==> config.mk <==
export PLATFORM = sky130hd
export DESIGN_NAME = mbi_bus_if
export DESIGN_NICKNAME = d
export VERILOG_FILES = /design/src/core/mbi_pkg.sv /design/src/core/mbi_bus_if.sv
export VERILOG_INCLUDE_DIRS = /design/src /design/src/core
export SDC_FILE = /design/constraint.sdc
export NUM_CORES = 1
export LEC_CHECK = 0
export BUFFER_PORTS_ARGS = -buffer_cell sky130_fd_sc_hd__buf_2
export CORE_AREA = 8 8 241 243
export DETAILED_ROUTE_END_ITERATION = 10
export DIE_AREA = 0 0 249 251
export PLACE_DENSITY = 0.7
export SYNTH_ARGS = -nofsm -noshare
export SYNTH_HDL_FRONTEND = slang
export SYNTH_HIERARCHICAL = 1
export SYNTH_SLANG_ARGS = --single-unit
==> constraint.sdc <==
create_clock -name i_clk -period 5.75 [get_ports i_clk]
set_input_delay 0.2875 -clock i_clk [delete_from_list [all_inputs] [get_ports i_clk]]
set_output_delay 0.2875 -clock i_clk [all_outputs]
set_load 0.02 [all_outputs]
==> src/core/mbi_params.svh <==
// constants of the multiplexed bus interface unit
// assumes a single 125 MHz core clock and a synchronous reset
// Function
// RULE1: strobe marks valid address on shared bus
// RULE2: snoop DMA write address at master strobe
// RULE3: load strobe marks read transaction
// RULE4: store strobe out; DMA write marker in
// RULE5: drive permit only after bus released
// RULE6: drive permit low on writes and idle
// RULE7: memory drives bus only while permitted
// RULE8: block read asks four contiguous words
// RULE9: block read on icache, dcache quad misses
// RULE10: page hint on back-to-back same-page writes
// RULE11: transfer done ends write, delivers read
// RULE12: DMA transfer done bumps invalidation address
// RULE13: capture enable moves data into buffer
// RULE14: reference clock full or half, reset-chosen
// RULE15: hold request makes device float outputs
// RULE16: acknowledge hold after bus released
// RULE17: invalidate request kills matching cache line
// RULE18: DMA master flags coherent operations
// RULE19: branch inputs feed coprocessor conditions
// RULE20: synchronized branch inputs pass synchronizers
// RULE21: direct branch input arrives synchronous
// RULE22: fault sampled in transfers, ends them
// RULE23: faulted read raises bus error exception
// RULE24: word index counts up from zero
// RULE25: stay released until hold request drops
// RULE26: block read: four captures then done
`ifndef MBI_PARAMS_SVH
`define MBI_PARAMS_SVH
`define MBI_ALE_CYCLES 4'h2
`define MBI_TURN_CYCLES 4'h1
`define MBI_BURST_WORDS 4
`define MBI_PAGE_LSB 11
`define MBI_FIFO_DEPTH 8
`define MBI_DATA_W 32
`endif

==> src/core/mbi_pkg.sv <==
// types shared by the bus interface unit
// assumes nothing of its surroundings
`default_nettype none
package mbi_pkg;
  typedef enum logic [2:0] {
    MBI_IDLE, MBI_ADDR, MBI_TURN, MBI_RDATA, MBI_WDATA,
    MBI_REL, MBI_HOLD
  } mbi_state_t;
  typedef enum logic [1:0] {
    MBI_UNCACHED, MBI_IMISS, MBI_DMISS
  } mbi_kind_t;
endpackage
`default_nettype wire

==> src/core/mbi_bus_if.sv <==
// read buffer fifo and the bus interface unit top
// assumes core-side requests on i_clk; all bus pins are asynchronous
`timescale 1ns/1ps
`default_nettype none
`include "mbi_params.svh"

module mbi_fifo #(
  parameter int W = 32,
  parameter int D = 8,
  parameter int FW = $clog2(D + 1)
) (
  input wire logic i_clk,
  input wire logic i_reset,
  input wire logic i_in_valid,
  output logic o_in_ready,
  input wire logic [W-1:0] i_in_data,
  output logic o_out_valid,
  input wire logic i_out_ready,
  output logic [W-1:0] o_out_data,
  output logic [FW-1:0] o_free
);
  localparam int AW = $clog2(D);
  typedef struct packed {
    logic [AW-1:0] wp;
    logic [AW-1:0] rp;
    logic [FW-1:0] cnt;
    logic vld;
    logic rdy;
  } mbi_fifo_st_t;
  mbi_fifo_st_t q, d;
  logic [W-1:0] mem [D];
  logic push;
  logic pop;

  assign push = i_in_valid && q.rdy;
  assign pop = q.vld && i_out_ready;
  assign o_in_ready = q.rdy;
  assign o_out_valid = q.vld;
  assign o_out_data = mem[q.rp];
  assign o_free = FW'(D) - q.cnt;

  always_comb begin
    d = q;
    if (push) begin
      d.wp = (q.wp == AW'(D - 1)) ? '0 : q.wp + 1'b1;
    end
    if (pop) begin
      d.rp = (q.rp == AW'(D - 1)) ? '0 : q.rp + 1'b1;
    end
    d.cnt = q.cnt + FW'(push) - FW'(pop);
    d.vld = d.cnt != '0;
    d.rdy = d.cnt != FW'(D);
    if (i_reset) begin
      d = '0;
      d.rdy = 1'b1;
    end
  end

  always_ff @(posedge i_clk) begin
    q <= d;
    if (push) begin
      mem[q.wp] <= i_in_data;
    end
  end
endmodule

module mbi_bus_if
  import mbi_pkg::*;
#(
  parameter int DEPTH = `MBI_FIFO_DEPTH
) (
  input wire logic i_clk,
  input wire logic i_reset,
  input wire logic i_half_rate_strap,
  input wire logic i_req_valid,
  input wire logic i_req_write,
  input wire logic [1:0] i_req_kind,
  input wire logic i_quad_refill,
  input wire logic [31:0] i_req_addr,
  input wire logic [31:0] i_req_wdata,
  output logic o_req_ready,
  output logic o_rd_valid,
  input wire logic i_rd_ready,
  output logic [31:0] o_rd_data,
  output logic o_rd_done,
  output logic o_wr_done,
  output logic o_bus_error_exception,
  output logic o_write_fault,
  output logic o_invalidate_valid,
  output logic [29:0] o_invalidate_addr,
  input wire logic [1:0] i_synchronized_branch_condition,
  input wire logic i_direct_branch_condition,
  input wire logic i_floating_point_unit_condition,
  output logic [3:0] o_coprocessor_condition,
  output logic o_bus_reference_clock,
  input wire logic [31:0] i_ad,
  output logic [31:0] o_ad,
  output logic o_ad_oe,
  input wire logic i_ale,
  output logic o_ale,
  output logic o_ale_oe,
  output logic o_load_strobe,
  output logic o_load_strobe_oe,
  input wire logic i_store_strobe,
  output logic o_store_strobe,
  output logic o_store_strobe_oe,
  output logic [1:0] o_word_index,
  output logic o_word_index_oe,
  output logic o_block_read_or_near,
  output logic o_block_read_or_near_oe,
  output logic o_memory_drive_permit,
  input wire logic i_transfer_done,
  input wire logic i_read_buffer_capture_enable,
  input wire logic i_transfer_fault,
  input wire logic i_hold_request,
  output logic o_hold_acknowledge,
  input wire logic i_line_invalidate_request,
  input wire logic i_coherent_dma_request
);
  localparam int NS = 11;
  localparam int FW = $clog2(DEPTH + 1);
  localparam int S_DONE = 0;
  localparam int S_RCE = 1;
  localparam int S_HOLD = 2;
  localparam int S_INV = 3;
  localparam int S_COH = 4;
  localparam int S_FLT = 5;
  localparam int S_ALE = 6;
  localparam int S_STB = 7;
  localparam int S_SB0 = 8;
  localparam int S_SB1 = 9;
  localparam int S_STRAP = 10;

  typedef struct packed {
    mbi_state_t st;
    logic [3:0] cnt;
    logic [31:0] addr;
    logic [31:0] wdata;
    logic wr;
    logic burst;
    logic last_wr;
    logic [31:`MBI_PAGE_LSB] last_page;
    logic [NS-1:0] s1;
    logic [NS-1:0] s2;
    logic [NS-1:0] s3;
    logic [31:0] ad1;
    logic [31:0] ad2;
    logic half;
    logic div;
    logic ref_clk;
    logic [31:0] ad_o;
    logic ad_oe;
    logic ctl_oe;
    logic ale;
    logic rd;
    logic stb;
    logic blk_near;
    logic [1:0] idx;
    logic permit;
    logic hold_ack;
    logic req_ready;
    logic rd_done;
    logic wr_done;
    logic rd_fault;
    logic wr_fault;
    logic inv_valid;
    logic [29:0] inv_addr;
    logic [3:0] cpc;
    logic push;
    logic [31:0] push_data;
  } mbi_st_t;

  mbi_st_t q, d;
  logic [NS-1:0] in_vec;
  logic [NS-1:0] rise;
  logic fifo_ready;
  logic [FW-1:0] fifo_free;
  logic free_ok;
  logic near;
  logic burst;

  assign in_vec = {i_half_rate_strap, i_synchronized_branch_condition,
                   i_store_strobe, i_ale, i_transfer_fault,
                   i_coherent_dma_request, i_line_invalidate_request,
                   i_hold_request, i_read_buffer_capture_enable,
                   i_transfer_done};
  assign rise = q.s2 & ~q.s3;
  // room for a whole block read, counting a push still in flight
  assign free_ok = fifo_ready &&
                   (fifo_free >= FW'(`MBI_BURST_WORDS) + FW'(q.push));
  assign near = q.last_wr &&
                (i_req_addr[31:`MBI_PAGE_LSB] == q.last_page);
  assign burst = (mbi_kind_t'(i_req_kind) == MBI_IMISS) ||
                 ((mbi_kind_t'(i_req_kind) == MBI_DMISS) && i_quad_refill);

  mbi_fifo #(.W(`MBI_DATA_W), .D(DEPTH)) u_rdbuf (
    .i_clk(i_clk),
    .i_reset(i_reset),
    .i_in_valid(q.push),
    .o_in_ready(fifo_ready),
    .i_in_data(q.push_data),
    .o_out_valid(o_rd_valid),
    .i_out_ready(i_rd_ready),
    .o_out_data(o_rd_data),
    .o_free(fifo_free)
  );

  always_comb begin
    d = q;
    d.s1 = in_vec;
    d.s2 = q.s1;
    d.s3 = q.s2;
    d.ad1 = i_ad;
    d.ad2 = q.ad1;
    d.push = 1'b0;
    d.rd_done = 1'b0;
    d.wr_done = 1'b0;
    d.rd_fault = 1'b0;
    d.wr_fault = 1'b0;
    d.inv_valid = 1'b0;
    d.cpc = {q.s2[S_SB1], q.s2[S_SB0], i_floating_point_unit_condition,
             i_direct_branch_condition}; // [RULE19] [RULE20] [RULE21]
    // full rate toggles every cycle, half rate every second one
    d.div = q.half ? ~q.div : 1'b0;
    if (!q.half || q.div) begin
      d.ref_clk = ~q.ref_clk; // [RULE14]
    end
    case (q.st)
      MBI_IDLE: begin
        if (q.s2[S_HOLD]) begin
          d.st = MBI_REL;
          d.ctl_oe = 1'b0; // [RULE15]
          d.ad_oe = 1'b0;
          d.last_wr = 1'b0;
        end else if (i_req_valid && q.req_ready) begin
          d.st = MBI_ADDR;
          d.cnt = `MBI_ALE_CYCLES - 4'h1;
          d.addr = i_req_addr;
          d.wdata = i_req_wdata;
          d.wr = i_req_write;
          d.burst = burst && !i_req_write;
          d.ad_o = i_req_addr;
          d.ad_oe = 1'b1;
          d.ale = 1'b1; // [RULE1]
          d.rd = !i_req_write; // [RULE3]
          d.stb = i_req_write; // [RULE4]
          // [RULE8] [RULE9] [RULE10]
          d.blk_near = i_req_write ? near : burst;
          d.idx = (burst && !i_req_write) ? 2'h0 : i_req_addr[3:2];
        end
      end
      MBI_ADDR: begin
        if (q.cnt != 4'h0) begin
          d.cnt = q.cnt - 4'h1;
        end else begin
          d.ale = 1'b0;
          if (q.wr) begin
            d.st = MBI_WDATA;
            d.ad_o = q.wdata;
          end else begin
            d.st = MBI_TURN;
            d.ad_oe = 1'b0;
            d.cnt = `MBI_TURN_CYCLES - 4'h1;
          end
        end
      end
      MBI_TURN: begin
        if (q.cnt != 4'h0) begin
          d.cnt = q.cnt - 4'h1;
        end else begin
          d.st = MBI_RDATA;
          d.permit = 1'b1; // [RULE5]
        end
      end
      MBI_RDATA: begin
        if (rise[S_FLT]) begin
          d.rd_fault = 1'b1; // [RULE22] [RULE23]
          d.st = MBI_IDLE;
        end else begin
          if (rise[S_RCE]) begin
            d.push = 1'b1; // [RULE13] [RULE26]
            d.push_data = q.ad2;
            d.idx = q.idx + 2'h1; // [RULE24]
          end
          if (rise[S_DONE]) begin
            d.rd_done = 1'b1; // [RULE11]
            d.st = MBI_IDLE;
          end
        end
        if (d.st == MBI_IDLE) begin
          d.permit = 1'b0; // [RULE6]
          d.rd = 1'b0;
          d.blk_near = 1'b0;
          d.last_wr = 1'b0;
        end
      end
      MBI_WDATA: begin
        if (rise[S_FLT] || rise[S_DONE]) begin
          d.st = MBI_IDLE;
          d.wr_fault = rise[S_FLT]; // [RULE22]
          d.wr_done = !rise[S_FLT]; // [RULE11]
          d.ad_oe = 1'b0;
          d.stb = 1'b0;
          d.blk_near = 1'b0;
          d.last_wr = !rise[S_FLT];
          d.last_page = q.addr[31:`MBI_PAGE_LSB];
        end
      end
      MBI_REL: begin
        d.hold_ack = 1'b1; // [RULE16]
        d.st = MBI_HOLD;
      end
      MBI_HOLD: begin
        if (!q.s2[S_HOLD]) begin
          d.hold_ack = 1'b0; // [RULE25]
          d.ctl_oe = 1'b1;
          d.st = MBI_IDLE;
        end else if (q.s2[S_COH]) begin
          if (rise[S_ALE] && q.s2[S_STB]) begin
            d.inv_addr = q.ad2[31:2]; // [RULE2] [RULE4]
          end else if (rise[S_DONE]) begin
            d.inv_addr = q.inv_addr + 30'h1; // [RULE12]
          end
          d.inv_valid = rise[S_INV]; // [RULE17] [RULE18]
        end
      end
      default: begin
        d.st = MBI_IDLE;
      end
    endcase
    d.req_ready = (d.st == MBI_IDLE) && !q.s2[S_HOLD] && free_ok &&
                  !(q.st == MBI_IDLE && i_req_valid && q.req_ready);
    if (i_reset) begin
      d = '0;
      d.ctl_oe = 1'b1;
      d.s1 = in_vec;
      d.s2 = q.s1;
      d.half = q.s2[S_STRAP]; // [RULE14]
    end
  end

  always_ff @(posedge i_clk) begin
    q <= d;
  end

  assign o_req_ready = q.req_ready;
  assign o_rd_done = q.rd_done;
  assign o_wr_done = q.wr_done;
  assign o_bus_error_exception = q.rd_fault;
  assign o_write_fault = q.wr_fault;
  assign o_invalidate_valid = q.inv_valid;
  assign o_invalidate_addr = q.inv_addr;
  assign o_coprocessor_condition = q.cpc;
  assign o_bus_reference_clock = q.ref_clk;
  assign o_ad = q.ad_o;
  assign o_ad_oe = q.ad_oe;
  assign o_ale = q.ale;
  assign o_ale_oe = q.ctl_oe;
  assign o_load_strobe = q.rd;
  assign o_load_strobe_oe = q.ctl_oe;
  assign o_store_strobe = q.stb;
  assign o_store_strobe_oe = q.ctl_oe;
  assign o_word_index = q.idx;
  assign o_word_index_oe = q.ctl_oe;
  assign o_block_read_or_near = q.blk_near;
  assign o_block_read_or_near_oe = q.ctl_oe;
  assign o_memory_drive_permit = q.permit;
  assign o_hold_acknowledge = q.hold_ack;
endmodule
`default_nettype wire

==> results of run 1 <==
## layer usage
metal / part of all wire / wire, microns / track usage
met5: 0.00042 / 23 / 0
met4: 0.022 / 1170 / 0.0444
met2: 0.48 / 26300 / 0.289
met1: 0.41 / 22500 / 0.210
met3: 0.080 / 4360 / 0.0493
## final cells by class
| class | count | area [sq um] |
|---|---|---|
| fillers | 4594 | 28000 |
| flip-flops and latches | 563 | 13800 |
| multi-input cells | 1015 | 7140 |
| repair buffers | 361 | 2380 |
| clock buffers | 73 | 1630 |
| well taps | 704 | 881 |
| clock inverters | 34 | 367 |
| inverters | 17 | 63.8 |
| diodes | 3 | 7.51 |
## power groups by stage
stage	clock, W	combinational, W	sequential [W]
floorplan	0	0.00111	0.00449
global placement	0	0.00127	0.00456
detailed placement	0	0.00130	0.00456
CTS	0.00392	0.00136	0.00448
global route	0.00408	0.00149	0.00450
finish	0.00384	0.00136	0.00448
## kinds of logic (layout without fill, tap and decap cells)
logic type | count (synthesis) | count (layout) | share of synthesized area
buf+inv | 194 | 485 | 0.0498
xor+xnor | 26 | 26 | 0.0103
fa+ha+maj | 14 | 14 | 0.00829
flops | 563 | 563 | 0.628
other cells | 0 | 3 | 0
compound gates | 294 | 294 | 0.0811
simple gates | 549 | 549 | 0.117
mux | 132 | 132 | 0.105
## layout by cell type (no fill, tap or decap), types with 11 or more instances in the layout
master / count
mux4_2: 24
clkbuf_16: 59
nand4_1: 11
mux4_1: 40
nand3_1: 31
edfxtp_1: 257
dfxtp_1: 304
a31oi_1: 11
inv_1: 17
clkinv_2: 13
o21ai_0: 27
dlygate4sd3_1: 102
a21oi_1: 156
nand2_1: 266
nor3_1: 12
ha_1: 13
nor2b_1: 77
nor2_1: 80
buf_4: 23
mux2i_1: 36
mux2_2: 32
a211oi_1: 47
xor2_1: 21
buf_2: 235
## tightest hold or removal path, stage by stage
cell,delay (ns)
buf_2,0.10
mux2i_1,0.11
a211oi_1,0.08
## metrics by stage
stage / hold slack, ns / total power [W] / cell area (sq um)
6_report: 0.0461 / 0.00967 / 26300
5_1_grt: 0.0344 / 0.0101 / 26300
4_1_cts: 0.00525 / 0.00976 / 26300
3_5_place_dp: 0.315 / 0.00586 / 23300
3_3_place_gp: 0.311 / 0.00583 / 23300
2_1_floorplan: 0.310 / 0.00560 / 22000
## flip-flops by register name (all words and copies together) (netlist names), 2 cells and up, named ones only
| signal | flops |
|---|---|
| u_rdbuf/q | 10 |
| u_rdbuf/mem | 256 |
| q | 209 |
| o_ad | 32 |
| o_invalidate_addr | 30 |
| o_coprocessor_condition | 4 |
| o_word_index | 2 |
## worst max-delay path by stage
| stage | startpoint | to | slack (ns) | depth (start not counted) |
|---|---|---|---|---|
| floorplan | q[32]$_SDFF_PP0_ | u_rdbuf/mem[0][0]$_DFFE_PP_ | 1.60 | 2 |
| global placement | register | o_rd_data[31] | 2.98 | 4 |
| detailed placement | register | o_rd_data[31] | 2.90 | 4 |
| CTS | register | o_rd_data[31] | 2.23 | 4 |
| global route | register | o_rd_data[31] | 2.17 | 4 |
| finish | register | o_rd_data[31] | 2.34 | 4 |
==> flow_metrics.tcl, run 1 <==
set metrics [dict create \
    reg2reg_from "q[307]$_SDFF_PP0_" \
    sequentialPowerShare 0.463 \
    viasPerCell 5.24 \
    p_comb_frac 0.140 \
    p_int_w 0.00715 \
    die-area_sq_mm 0.0625 \
    nNetsFinal 2146 \
    synth_area_leaders "edfxtp_1 (35%), dfxtp_1 (28%), mux4_1 (4.8%), nand2_1 (4.5%), a21oi_1 (3.5%)" \
    synth-seq-cells 563 \
    p_switching_w 0.00252 \
    period_share 0.593 \
    timing.fmax_mhz 293 \
    clock_sinks 563 \
    drv_slew 0 \
    synthArstFlopShare 0 \
    regToRegEndpoint "o_ad[5]$_SDFFE_PP0P_" \
    hold_viol_final 0 \
    cts_resized 0 \
    clockPowerShare 0.397 \
    gp_congestion 0.813 \
    critPathCaptureType "primary output" \
    hp-start "i_req_addr[7]" \
    path_cells "buf_4 > mux4_1 > mux2_2 > buf_2" \
    antenna_found_initial 5 \
    cts_tree "built" \
    drv_cap 0 \
    worst_path_max_delay_cell "dfxtp_4" \
    numCtsBuffers 57 \
    worst-path-max-fanout 43 \
    critical-path-top-delay-family "multiplexers" \
    path_class "register to primary output" \
    setup_slack_ns 2.34 \
    postCtsSetupRepairBufs 0 \
    synthCells 1772 \
    synth-seq-area-share 0.628 \
    yosysTopAreaCell "edfxtp_1" \
    drtAntennaViolNets 0 \
    clk_path_buf_depth 3 \
    synth.avg_cell_area_sq_um 12.4 \
    pre_cts_ws_ns 2.90 \
    die_h_microns 251 \
    dpl.hpwl_microns 34200 \
    drc 0 \
    synth_common_cells "dfxtp_1 (306), nand2_1 (266), edfxtp_1 (257)" \
    critPathLaunchType "register" \
    reg2reg_depth 7 \
    ir_drop_mv 0.268 \
    drive_gt1_frac 0.214 \
    clkTransAtPathRegs_ns 0.06 \
    critPathMaxStageDelay_ns 0.85 \
    worst_slew_pin_slew_ns 1.24 \
    core_area_sq_mm 0.0543 \
    first_pass_iters 5 \
    grt_pass1_vias 14862 \
    synthDistinctLibCells 69 \
    hp-class "input port to register" \
    grt_max_degree 118 \
    cp.arrival_ns 3.12 \
    stdcell_count 2770 \
    synth_area_sq_mm 0.0220 \
    avgRoutedWirePerCell_microns 19.6 \
    rsz0062_at_grt "no" \
    synth_nets 1903 \
    htree_num_levels 2 \
    yosys_most_used_dff "dfxtp_1" \
    placed_cells 2558 \
    start_util 0.405 \
    reg2reg_setup_slack_ns 2.88 \
    clk_latency_ns 0.62 \
    drt_iter0_drc 1231 \
    swShare 0.261 \
    hold_path_end "o_ad[7]$_SDFFE_PP0P_" \
    fp.dieW_microns 249 \
    required_ns 5.46 \
    outcome "completed" \
    hold_depth 3 \
    grt.total_usage 0.169 \
    relSlewSlack 0.170 \
    powerDensity_mw_per_mm2 367 \
    leakage_nw 9.43 \
    synth.most_common_cell "dfxtp_1" \
    num_io_pins 237 \
    netlist.area_leader.share 0.350 \
    fin_util 0.484 \
    yosysWarnings 6 \
    grt-ovfl-total 0 \
    cts_root_buf "clkbuf_16" \
    port_buffers 236 \
    period_needed_ns 3.41 \
    vias 14520 \
    drt_wl_total_microns 54400 \
    skew_ns 0.0351 \
    ctsHoldBuffers 101 \
    fin_setup_tns_ns 0 \
    grt_pass1_wl_microns 84600 \
    setup_viol 0 \
    synth_edf_count 257 \
    num_rows 86 \
    syn2layout_area_growth_pct 19.5 \
    path_buf_inv 2 \
]
(Power assumes the default switching activity.)
==> run 2, diff against run 1 <==
==> constraint.sdc (replaced) <==
create_clock -name i_clk -period 3.5 [get_ports i_clk]
set_input_delay 0.175 -clock i_clk [delete_from_list [all_inputs] [get_ports i_clk]]
set_output_delay 0.175 -clock i_clk [all_outputs]
set_load 0.02 [all_outputs]
==> flow_metrics.tcl, run 2 (synthesized netlist as in run 1, its figures left out) <==
set metrics [dict create \
    outcome "completed" \
    cts_root_buf "clkbuf_16" \
    port_buffers 236 \
    worst_slew_pin_slew_ns 1.11 \
    path_cells "buf_4 > mux4_1 > mux2_2 > buf_2" \
    drt_wl_total_microns 55500 \
    period_share 0.844 \
    die-area_sq_mm 0.0625 \
    hold_path_end "q[160]$_SDFF_PP0_" \
    regToRegEndpoint "o_ad[13]$_SDFFE_PP0P_" \
    relSlewSlack 0.256 \
    grt.total_usage 0.171 \
    num_io_pins 237 \
    period_needed_ns 2.95 \
    numCtsBuffers 57 \
    setup_slack_ns 0.548 \
    clk_latency_ns 0.62 \
    grt_pass1_wl_microns 84700 \
    leakage_nw 9.45 \
    pre_cts_ws_ns 1.15 \
    fin_setup_tns_ns 0 \
    drive_gt1_frac 0.212 \
    clk_path_buf_depth 3 \
    layout_commonest_cell "dfxtp_1" \
    final_cell_mix "dfxtp_1 (304), nand2_1 (266), edfxtp_1 (257), buf_2 (235), a21oi_1 (156)" \
    grt_pass1_vias 14663 \
    cts_tree "built" \
    start_util 0.405 \
    hp-start "i_reset" \
    avgRoutedWirePerCell_microns 19.9 \
    num_rows 86 \
    timing.fmax_mhz 339 \
    first_pass_iters 5 \
    core_area_sq_mm 0.0543 \
    htree_num_levels 2 \
    reg2reg_depth 6 \
    hold_viol_final 0 \
    hp-class "input port to register" \
    critPathCaptureType "primary output" \
    antenna_found_initial 5 \
    hold_depth 2 \
    reg2reg_setup_slack_ns 1.07 \
    critPathMaxStageDelay_ns 0.67 \
    nFillCells 4655 \
    drt_iter0_drc 1028 \
    vias 14611 \
    drtAntennaViolNets 0 \
    worst_path_max_delay_cell "dfxtp_4" \
    path_buf_inv 2 \
    powerDensity_mw_per_mm2 597 \
    nNetsFinal 2160 \
    grt_max_degree 109 \
    dpl.hpwl_microns 35100 \
    critPathLaunchType "register" \
    rsz0062_at_grt "no" \
    critical-path-top-delay-family "multiplexers" \
    setup_viol 0 \
    fp.dieW_microns 249 \
    cp.depth 4 \
    ir_drop_mv 0.446 \
    grt-ovfl-total 0 \
    gp_congestion 0.853 \
    clock_sinks 563 \
    reg2reg_from "q[307]$_SDFF_PP0_" \
    path_class "register to primary output" \
    top_register "u_rdbuf/mem" \
    cp.arrival_ns 2.78 \
    worst-path-max-fanout 26 \
    largest_reg_flops 256 \
    syn2layout_area_growth_pct 20.0 \
    viasPerCell 5.25 \
    clkTransAtPathRegs_ns 0.06 \
    required_ns 3.32 \
    drc 0 \
    die_h_microns 251 \
    drv_slew 0 \
    skew_ns 0.0349 \
    drv_cap 0 \
]
[run 2: power by group]
group	switching, W	total (W)	internal [W]
Clock	0.00262	0.00614	0.00353
Sequential	0.000264	0.00735	0.00709
Combinational	0.00129	0.00228	0.000993
[run 2: layer usage]
layer | vias up | track usage | part of all wire | wire, microns
li1 | 6872 | - | - | -
met1 | 7111 | 0.207 | 0.40 | 22400
met2 | 522 | 0.291 | 0.49 | 27000
met3 | 102 | 0.0442 | 0.076 | 4200
met4 | 4 | 0.0670 | 0.033 | 1820
met5 | - | 0 | 0.00043 | 24
[run 2: stage by stage]
stage | power [W] | utilization | std cells | hold WS [ns] | cell area (sq um)
3_3_place_gp | 0.00960 | 0.430 | 2563 | 0.277 | 23400
4_1_cts | 0.0159 | 0.486 | 2781 | 0.0220 | 26400
3_5_place_dp | 0.00966 | 0.430 | 2563 | 0.279 | 23400
2_1_floorplan | 0.00919 | - | 1772 | 0.203 | 22000
6_report | 0.0158 | 0.486 | 2784 | 0.0384 | 26400
5_1_grt | 0.0164 | 0.486 | 2781 | 0.0508 | 26400
[run 2: worst max path at each step]
stage,startpoint,endpoint,slack [ns]
global placement,register,o_rd_data[23],1.21
CTS,register,o_rd_data[18],0.46
detailed placement,register,o_rd_data[26],1.15
floorplan,q[32]$_SDFF_PP0_,u_rdbuf/mem[2][0]$_DFFE_PP_,0.18
global route,register,o_rd_data[20],0.41
finish,register,o_rd_data[18],0.55
[run 2: repair_timing]
item,CTS,global route
setup endpoints to repair,0,0
resized for setup,0,0
endpoints found under the hold margin,139,0
hold buffers,111,0
buffers inserted,0,0
[run 2: layout make-up]
type | count | area, sq um | area share
well taps | 704 | 881 | 0.0333
multi-input cells | 1015 | 7150 | 0.271
clock buffers | 78 | 1590 | 0.0601
repair buffers | 375 | 2540 | 0.0960
diodes | 3 | 7.51 | 0.000284
clock inverters | 29 | 350 | 0.0133
flip-flops and latches | 563 | 13800 | 0.524
inverters | 17 | 63.8 | 0.00241
